[config.mk]
export PLATFORM = sky130hd
export DESIGN_NAME = fifo_read_port
export DESIGN_NICKNAME = d
export VERILOG_FILES = /design/src/core/fifo_rd_pkg.sv /design/src/core/fifo_read_port.sv
export VERILOG_INCLUDE_DIRS = /design/src /design/src/core
export SDC_FILE = /design/constraint.sdc
export NUM_CORES = 1
export LEC_CHECK = 0
export BUFFER_PORTS_ARGS = -buffer_cell sky130_fd_sc_hd__buf_2
export CAP_MARGIN = 20
export CELL_PAD_IN_SITES_DETAIL_PLACEMENT = 1
export CELL_PAD_IN_SITES_GLOBAL_PLACEMENT = 1
export CORE_ASPECT_RATIO = 0.8
export CORE_MARGIN = 2
export CORE_UTILIZATION = 45
export DETAILED_ROUTE_END_ITERATION = 16
export PLACE_DENSITY_LB_ADDON = 0.08
export SYNTH_ARGS = -nofsm -noshare
export SYNTH_HDL_FRONTEND = slang
export SYNTH_SLANG_ARGS = --single-unit
[constraint.sdc]
create_clock -name ref_clk_in -period 7.59 [get_ports ref_clk_in]
set_input_delay 0.3795 -clock ref_clk_in [delete_from_list [all_inputs] [get_ports ref_clk_in]]
set_output_delay 0.3795 -clock ref_clk_in [all_outputs]
set_load 0.05 [all_outputs]
[src/core/fifo_rd_regs.svh]
// register-free constants for the fifo read port: widths, reset values, offsets
// assumes inclusion by core design files and test files
`ifndef FIFO_RD_REGS_SVH
`define FIFO_RD_REGS_SVH
`define DATA_W          36
`define OFFSET_W        18
`define DEPTH_LOG2      4
`define OUT_RESET       36'h000000000
`define OFFSET_EMPTY_RST 18'h0007F
`define OFFSET_FULL_RST  18'h0007F
`define WIDTH_36        2'h0
`define WIDTH_18        2'h1
`define WIDTH_9         2'h2
`define SYNC_STAGES     2
`endif

[src/core/fifo_rd_pkg.sv]
// types shared by the fifo read port
// assumes the constants header is included where widths are needed
package fifo_rd_pkg;
  typedef enum logic [1:0] {
    bus_w36 = 2'h0,
    bus_w18 = 2'h1,
    bus_w9  = 2'h2
  } out_width_e;
  typedef enum logic [2:0] {
    st_idle = 3'h1,
    st_read = 3'h2,
    st_rew  = 3'h4
  } rd_state_e;
endpackage

[src/core/fifo_read_port.sv]
// read-side control of a deep fifo: reads, offset readback, rewind, serial offset load
// assumes all pin inputs are asynchronous to ref_clk_in and are synchronised here;
// strobe, read clock and serial clock arrive as sampled levels with edges detected
`timescale 1ns/1ps
`include "fifo_rd_regs.svh"
module fifo_read_port #(
  parameter int DEPTH_LOG2 = `DEPTH_LOG2
) (
  // clock and resets
  input  wire logic                    ref_clk_in,
  input  wire logic                    rst_n_in,
  input  wire logic                    master_reset_n_in,
  input  wire logic                    partial_reset_n_in,
  // configuration straps caught during master reset
  input  wire logic                    first_word_fallthrough_mode_in,
  input  wire logic [1:0]              out_width_in,
  input  wire logic                    async_read_in,
  // read port pins
  input  wire logic                    read_clk_in,
  input  wire logic                    read_enable_n_in,
  input  wire logic                    read_select_n_in,
  input  wire logic                    output_enable_n_in,
  input  wire logic                    rewind_n_in,
  input  wire logic                    mark_in,
  input  wire logic                    offset_access_n_in,
  // serial offset load
  input  wire logic                    serial_clk_in,
  input  wire logic                    serial_load_enable_n_in,
  input  wire logic                    serial_in,
  // memory side: word supply from the write side, with write pointer
  input  wire logic [`DATA_W-1:0]      mem_data_in,
  input  wire logic [DEPTH_LOG2-1:0]   write_ptr_in,
  output logic      [DEPTH_LOG2-1:0]   read_ptr_out,
  output logic                         write_ptr_clear_out,
  // data out with two-entry buffer
  input  wire logic                    data_ready_in,
  output logic                         data_valid_out,
  output logic      [`DATA_W-1:0]      read_data_out,
  output logic      [`DATA_W-1:0]      read_data_oe_out,
  // flags
  output logic                         empty_flag_n_out,
  output logic                         first_word_fallthrough_mode_mode_out
);
  // two-flop synchronisers for every pin; stage one feeds only stage two
  localparam int NS = 16;
  logic [NS-1:0] sync1, sync2, prev;
  wire  [NS-1:0] pins = {master_reset_n_in, partial_reset_n_in, read_clk_in,
                         read_enable_n_in, read_select_n_in, output_enable_n_in,
                         rewind_n_in, mark_in, offset_access_n_in, serial_clk_in,
                         serial_load_enable_n_in, serial_in, async_read_in,
                         first_word_fallthrough_mode_in, out_width_in};
  always_ff @(posedge ref_clk_in or negedge rst_n_in) begin
    if (!rst_n_in) begin
      sync1 <= '0;
      sync2 <= '0;
      prev  <= '0;
    end else begin
      sync1 <= pins;
      sync2 <= sync1;
      prev  <= sync2;
    end
  end
  wire mrs_n  = sync2[15];
  wire prs_n  = sync2[14];
  wire rclk_rise = sync2[13] & ~prev[13];
  wire ren_n  = sync2[12];
  wire rcs_n  = sync2[11];
  wire oe_n   = sync2[10];
  wire rt_n   = sync2[9];
  wire mark   = sync2[8];
  wire ld_n   = sync2[7];
  wire sclk_rise = sync2[6] & ~prev[6];
  wire sen_n  = sync2[5];
  wire si     = sync2[4];
  wire async_rd = sync2[3];
  wire in_reset = ~mrs_n | ~prs_n;

  // mode latched while master reset is low; partial reset leaves it alone
  logic first_word_fallthrough_mode;
  fifo_rd_pkg::out_width_e width;
  logic async_mode;
  always_ff @(posedge ref_clk_in or negedge rst_n_in) begin
    if (!rst_n_in) begin
      first_word_fallthrough_mode       <= 1'b0;
      width      <= fifo_rd_pkg::bus_w36;
      async_mode <= 1'b0;
    end else if (!mrs_n) begin
      first_word_fallthrough_mode       <= sync2[2];
      width      <= fifo_rd_pkg::out_width_e'(sync2[1:0]);
      async_mode <= async_rd;
    end
  end

  // a read happens on an enabled, selected clock rise, or any selected strobe rise in async mode
  wire rd_edge = rclk_rise & (async_mode | ~ren_n) & ~rcs_n & ~in_reset;
  wire offset_rd = rd_edge & ~ld_n & ~async_mode;
  wire mem_empty = (read_ptr_out == write_ptr_in);
  logic [1:0] buf_cnt;
  wire buf_room = (buf_cnt != 2'h2);
  wire mem_rd   = rd_edge & ld_n & ~mem_empty & buf_room;
  wire rewind   = rclk_rise & ~rt_n & ~in_reset;

  function automatic logic [DEPTH_LOG2-1:0] ptr_inc(input logic [DEPTH_LOG2-1:0] p);
    ptr_inc = p + 1'b1; // natural wrap after last location
  endfunction

  // mark register: captured pointer and whether it is set
  logic [DEPTH_LOG2-1:0] mark_ptr;
  logic                  mark_set;
  always_ff @(posedge ref_clk_in or negedge rst_n_in) begin
    if (!rst_n_in) begin
      mark_ptr <= '0;
      mark_set <= 1'b0;
    end else if (in_reset) begin
      mark_set <= 1'b0;
    end else if (mark) begin
      mark_ptr <= read_ptr_out;
      mark_set <= 1'b1;
    end
  end

  // read pointer
  always_ff @(posedge ref_clk_in or negedge rst_n_in) begin
    if (!rst_n_in) begin
      read_ptr_out <= '0;
    end else if (in_reset) begin
      read_ptr_out <= '0;
    end else if (rewind) begin
      read_ptr_out <= mark_set ? mark_ptr : '0;
    end else if (mem_rd) begin
      read_ptr_out <= ptr_inc(read_ptr_out);
    end
  end

  // write pointer clear request to the write side during either reset
  always_ff @(posedge ref_clk_in or negedge rst_n_in) begin
    if (!rst_n_in) write_ptr_clear_out <= 1'b1;
    else           write_ptr_clear_out <= in_reset;
  end

  // offset registers: serial load shifts, kept across partial reset
  logic [2*`OFFSET_W-1:0] offsets;
  logic                   offset_sel;
  always_ff @(posedge ref_clk_in or negedge rst_n_in) begin
    if (!rst_n_in) begin
      offsets <= {`OFFSET_FULL_RST, `OFFSET_EMPTY_RST};
    end else if (!mrs_n) begin
      offsets <= {`OFFSET_FULL_RST, `OFFSET_EMPTY_RST};
    end else if (sclk_rise & ~sen_n) begin
      offsets <= {offsets[2*`OFFSET_W-2:0], si};
    end
  end
  // offset readback alternates empty then full offset
  always_ff @(posedge ref_clk_in or negedge rst_n_in) begin
    if (!rst_n_in)      offset_sel <= 1'b0;
    else if (in_reset)  offset_sel <= 1'b0;
    else if (offset_rd) offset_sel <= ~offset_sel;
  end

  function automatic logic [`DATA_W-1:0] width_mask(input fifo_rd_pkg::out_width_e w);
    case (w)
      fifo_rd_pkg::bus_w18: width_mask = 36'h00003FFFF;
      fifo_rd_pkg::bus_w9:  width_mask = 36'h0000001FF;
      default:              width_mask = 36'hFFFFFFFFF;
    endcase
  endfunction

  // two-entry buffer between the read edge and the output register
  logic [`DATA_W-1:0] buf_q [2];
  logic               wr_idx, rd_idx;
  wire [`DATA_W-1:0]  item = offset_rd ?
      {18'h00000, offset_sel ? offsets[2*`OFFSET_W-1:`OFFSET_W] : offsets[`OFFSET_W-1:0]}
      : mem_data_in;
  wire push = mem_rd | (offset_rd & buf_room);
  wire pop  = data_valid_out & data_ready_in;
  always_ff @(posedge ref_clk_in or negedge rst_n_in) begin
    if (!rst_n_in) begin
      buf_cnt <= 2'h0;
      wr_idx  <= 1'b0;
      rd_idx  <= 1'b0;
      buf_q[0] <= '0;
      buf_q[1] <= '0;
    end else if (in_reset | rewind) begin
      buf_cnt <= 2'h0;
      wr_idx  <= 1'b0;
      rd_idx  <= 1'b0;
    end else begin
      if (push) begin
        buf_q[wr_idx] <= item & width_mask(width);
        wr_idx <= ~wr_idx;
      end
      if (pop && buf_cnt != 2'h0) rd_idx <= ~rd_idx;
      buf_cnt <= buf_cnt + {1'b0, push} - {1'b0, pop && buf_cnt != 2'h0};
    end
  end

  // output register, cleared by either reset
  always_ff @(posedge ref_clk_in or negedge rst_n_in) begin
    if (!rst_n_in) begin
      read_data_out  <= `OUT_RESET;
      data_valid_out <= 1'b0;
    end else if (in_reset) begin
      read_data_out  <= `OUT_RESET;
      data_valid_out <= 1'b0;
    end else if (rewind) begin
      data_valid_out <= 1'b0;
    end else if (!data_valid_out) begin
      data_valid_out <= (buf_cnt != 2'h0);
      if (buf_cnt != 2'h0) read_data_out <= buf_q[rd_idx];
    end else if (data_ready_in) begin // head taken: show the other entry, never the same one
      data_valid_out <= (buf_cnt == 2'h2);
      if (buf_cnt == 2'h2) read_data_out <= buf_q[~rd_idx];
    end
  end

  // drive: enable pin alone during reset, else enable and sampled select
  always_ff @(posedge ref_clk_in or negedge rst_n_in) begin
    if (!rst_n_in) read_data_oe_out <= '0;
    else read_data_oe_out <= (~oe_n & (in_reset | ~rcs_n)) ?
                             width_mask(width) : '0;
  end

  // flags
  always_ff @(posedge ref_clk_in or negedge rst_n_in) begin
    if (!rst_n_in) begin
      empty_flag_n_out <= 1'b0;
      first_word_fallthrough_mode_mode_out    <= 1'b0;
    end else begin
      empty_flag_n_out <= ~(in_reset | rewind | mem_empty);
      first_word_fallthrough_mode_mode_out    <= first_word_fallthrough_mode;
    end
  end

  // assertions
  property p_reset_clears;
    @(posedge ref_clk_in) disable iff (!rst_n_in)
      in_reset |=> (read_ptr_out == '0 && read_data_out == '0);
  endproperty
  a_reset_clears: assert property (p_reset_clears) else $error("reset left state");
  property p_prs_keeps;
    @(posedge ref_clk_in) disable iff (!rst_n_in)
      (mrs_n && !prs_n) |=> (first_word_fallthrough_mode == $past(first_word_fallthrough_mode) && offsets == $past(offsets));
  endproperty
  a_prs_keeps: assert property (p_prs_keeps) else $error("partial reset lost mode");
  property p_empty_no_move;
    @(posedge ref_clk_in) disable iff (!rst_n_in)
      (rd_edge && mem_empty && !rewind) |=> $stable(read_ptr_out);
  endproperty
  a_empty_no_move: assert property (p_empty_no_move) else $error("read on empty");
  property p_advance;
    @(posedge ref_clk_in) disable iff (!rst_n_in)
      (mem_rd && !rewind && !in_reset) |=> read_ptr_out == ptr_inc($past(read_ptr_out));
  endproperty
  a_advance: assert property (p_advance) else $error("pointer not advanced");
  property p_rewind;
    @(posedge ref_clk_in) disable iff (!rst_n_in)
      rewind |=> (read_ptr_out == ($past(mark_set) ? $past(mark_ptr) : '0) && !empty_flag_n_out);
  endproperty
  a_rewind: assert property (p_rewind) else $error("rewind target wrong");
  property p_mark;
    @(posedge ref_clk_in) disable iff (!rst_n_in)
      (mark && !in_reset) |=> (mark_set && mark_ptr == $past(read_ptr_out));
  endproperty
  a_mark: assert property (p_mark) else $error("mark not captured");
  property p_serial;
    @(posedge ref_clk_in) disable iff (!rst_n_in)
      (sclk_rise && sen_n && mrs_n) |=> $stable(offsets);
  endproperty
  a_serial: assert property (p_serial) else $error("shift while disabled");
  property p_drive_reset;
    @(posedge ref_clk_in) disable iff (!rst_n_in)
      (in_reset && !oe_n) |=> read_data_oe_out != '0;
  endproperty
  a_drive_reset: assert property (p_drive_reset) else $error("no drive in reset");
  c_mem_read:   cover property (@(posedge ref_clk_in) mem_rd);
  c_offset_rd:  cover property (@(posedge ref_clk_in) offset_rd);
  c_rewind_mk:  cover property (@(posedge ref_clk_in) rewind && mark_set);
  c_buf_full:   cover property (@(posedge ref_clk_in) buf_cnt == 2'h2);
endmodule

==> Implementation_results.wiki <==
{| class="wikitable"
! Metric !! Value
|-
| Final max-slew violation count || 0
|-
| Cells on worst reg2reg path || 5
|-
| Max clock buf depth || 3
|-
| Leak Pwr || 0.00517 uW
|-
| Remaining design rule violation count || 0
|-
| Worst Tran Pin Value || between 1 and 1.5 ns
|-
| Post-route clock skew || between 0.01 and 0.015 ns
|-
| First-pass GRT wire length || 37100 um
|-
| Share of the synthesized area in the top cell type || between 50% and 60%
|-
| Depth of the CTS H-tree || 1
|-
| Pin count of the biggest net entering global routing || about 130
|-
| Final standard cell count with taps included and fillers excluded || 1186
|-
| Weighted congestion reported at the end of routability-driven placement || roughly 0.80
|-
| Total number of yosys warnings || 0
|-
| Slew margin rel. || a little under a third
|-
| Count of input and output buffers || ~140
|-
| Number of placed cells counting well taps || between 1000 and 1500
|-
| Number of clock sinks || between 200 and 250
|-
| Number of synthesized flops with an enable pin || 0
|-
| Height of the die || 132 um
|-
| Main flop type after synthesis || sky130_fd_sc_hd__dfrtp_1
|-
| Area share of xor/xnor cells in the synthesized design || less than 1%
|-
| Number of violations of the max-capacitance limit || 0
|-
| Required arrival time at the worst endpoint || 7.97 ns
|-
| Routed wire length || between 20000 and 25000 um
|-
| Area Growth Syn to Fin || 17.9%
|-
| Finish-stage setup viols || 0
|-
| Antenna violation net count after detailed routing || 0
|-
| Hold Path Cell Cnt || 3
|-
| Synth unique cells || between 40 and 50
|-
| Part of the cycle the worst path needs || approximately 45%
|-
| Compound-Gate Fraction of Synth Area || 6.43%
|-
| Filler cell count || roughly 2100
|-
| Diodes inserted || 0
|-
| Post-Synthesis Mean Instance Area || roughly 12 um^2
|-
| Total die area || approximately 22000 um^2
|-
| Layout cells sized above 1 || between 30% and 40%
|-
| Die Width || roughly 160 um
|-
| Total standard cell area after synthesis || 9230 um^2
|-
| Post-synthesis net count || around 860
|-
| Register area share after synthesis || between 50% and 60%
|-
| Wire per inst || just under 20 um
|-
| Hpwl dp || approximately 15000 um
|-
| Proportion of synthesized area in mux cells || between 10% and 20%
|-
| Outcome || finished clean
|-
| Initial DRT Pass Iterations || 4
|-
| Total gr overflow || 0
|-
| Most numerous cell types in the synthesized netlist || sky130_fd_sc_hd__dfrtp_1, sky130_fd_sc_hd__nand2_1, sky130_fd_sc_hd__mux2_2, sky130_fd_sc_hd__mux2_4, sky130_fd_sc_hd__a21oi_1
|-
| Clock period minus worst slack || approximately 3.4 ns
|-
| Final number of hold-violating endpoints || 0
|-
| Final-stage net count || roughly 970
|-
| Vias || 6296
|-
| Adder-Cell Fraction of Synth Area || less than 1%
|-
| Final standard cell area without fillers || approximately 11000 um^2
|-
| Clock latency at the later pin of the worst-skew pair || ~0.51 ns
|-
| Clock root buffer master || sky130_fd_sc_hd__clkbuf_16
|-
| Via count of the first global-routing pass || roughly 7000
|-
| Fmax achieved || 294 MHz
|-
| Largest fanout on the critical path || just over 50
|-
| Clock tree from TritonCTS || done
|-
| First-iteration detailed-routing DRC count || about 350
|-
| Initial antenna violation count || 0
|-
| Core box area || 20000 um^2
|-
| Combinational family with the most area after synthesis || multiplexers
|-
| Unrepaired setup endpoints after global routing || no
|-
| Overall routing resource usage || a little over a fifth
|-
| Startpoint type of the worst setup path || register
|-
| Average via count per standard cell || between 5 and 6
|-
| Power Dens Cells || between 200 and 250 nW/um^2
|-
| Synthesis-stage register bit count || 203
|-
| Synth area leaders || sky130_fd_sc_hd__dfrtp_1, sky130_fd_sc_hd__mux2_2, sky130_fd_sc_hd__mux2_4
|-
| Most frequent cell after synthesis || sky130_fd_sc_hd__dfrtp_1
|-
| Simple-gate area share of the yosys netlist || between 10% and 20%
|-
| Placement Rows || between 40 and 50
|-
| Placed standard-cell area || slightly below 10000 um^2
|-
| Ys async rst share || 100%
|-
| Clock edge transition at the registers on the reported setup and hold paths || 0.06 ns
|-
| Cell type with the highest aggregate area in the netlist || sky130_fd_sc_hd__dfrtp_1
|-
| IO Pins || 139
|-
| Critical path capture point type || register
|-
| Number of buffers inserted during clock tree synthesis || 22
|-
| TNS Setup || 0 ns
|-
| Worst min-delay path class || in -> reg
|-
| Post-Syn Instances || between 700 and 800
|-
| Starting density of the core || approximately 46%
|-
| Worst Path Arrival || 3.78 ns
|-
| Largest vdd supply drop || between 0.1 and 0.15 mV
|-
| Kind of critical path || reg -> reg
|}
where the power goes:
part | internal (uW) | switching [uW]
combinational | 110 | 224
clock | 648 | 429
sequential | 1140 | 39.9
total | 1900 | 693
final timing paths:
path,slack (ns),from,end
worst max register to register,4.19,sync2[15],read_data_out[4]
min in group asynchronous,0.40,rst_n_in,sync1[6]
worst max-delay path,4.19,sync2[15],read_data_out[4]
max in group asynchronous,5.83,rst_n_in,offsets[16]
worst min-delay path,0.21,mem_data_in[8],buf_q[8]
worst min register to register,0.35,sync1[4],sync2[4]
placed cells by master, fill, tap and decap left out, drive strengths merged, types with 16 or more instances in the layout:
cell type / n
nand3: 16
mux2: 115
inv: 25
dfrtp: 188
buf: 148
nand2: 150
mux2i: 27
a21oi: 38
and3: 19
dlygate4sd3: 17
a21boi: 22
clkbuf: 34
kinds of logic (layout without fill, tap and decap cells):
family	count (synthesis)	count (layout)
AOI/OAI and AO/OA	90	90
buffers and inverters	104	230
muxes	142	142
and+or+nand+nor	243	243
xor gates and xnor gates	10	10
DFF	203	203
adders and majority gates	4	4
registers in the layout, indices dropped and copies added (netlist names), 2 cells and up:
name,flops
buf_q,72
offsets,36
read_data_out,36
sync1,16
sync2,16
mark_ptr,4
read_ptr_out,4
read_data_oe_out,3
buf_cnt,2
prev,2
width,2
cell type report:
cell class	instances	area, um^2	area share (%)
Sequential cell	203	5100	46.8
Inverter	24	90.1	0.828
Clock buffer	33	673	6.18
Timing Repair Buffer	166	1020	9.39
Multi-Input combinational cell	489	3600	33.1
Tap cell	264	330	3.03
Clock inverter	7	66.3	0.609
worst max-delay path, cell delays in order, from the launching register on:
cell and delay (ns):
sky130_fd_sc_hd__dfrtp_1 0.73, sky130_fd_sc_hd__and2_1 0.64, sky130_fd_sc_hd__inv_2 0.58, sky130_fd_sc_hd__nor2_4 0.71, sky130_fd_sc_hd__buf_16 0.24, sky130_fd_sc_hd__mux2_2 0.36
routing by layer:
metal | up-vias | part of all wire [%] | routed length (um) | track usage [%]
met5 | - | 0 | 0 | 0
met1 | 3183 | 45 | 10400 | 29.6
met3 | 38 | 4.6 | 1060 | 3.24
met2 | 178 | 48 | 10900 | 35.7
li1 | 2897 | - | - | -
met4 | 0 | 2.2 | 498 | 5.90
per-stage QoR:
step	hold WS, ns	utilization [%]	power, uW	worst slack (ns)
final	0.215	54.5	2590	4.19
after global routing	0.228	54.5	2700	3.88
after CTS	0.105	54.1	2620	3.94
after detailed placement	0.336	49.6	1530	3.92
after global placement	0.333	49.4	1510	3.60
after floorplan	0.0839	-	1440	4.79
timing repair:
item | CTS | global route
gates resized for setup | 0 | 0
buffers inserted | 0 | 0
hold endpoints to repair | 16 | 41
hold buffers | 16 | 1
No activity file was read; power rests on OpenSTA's default activity.
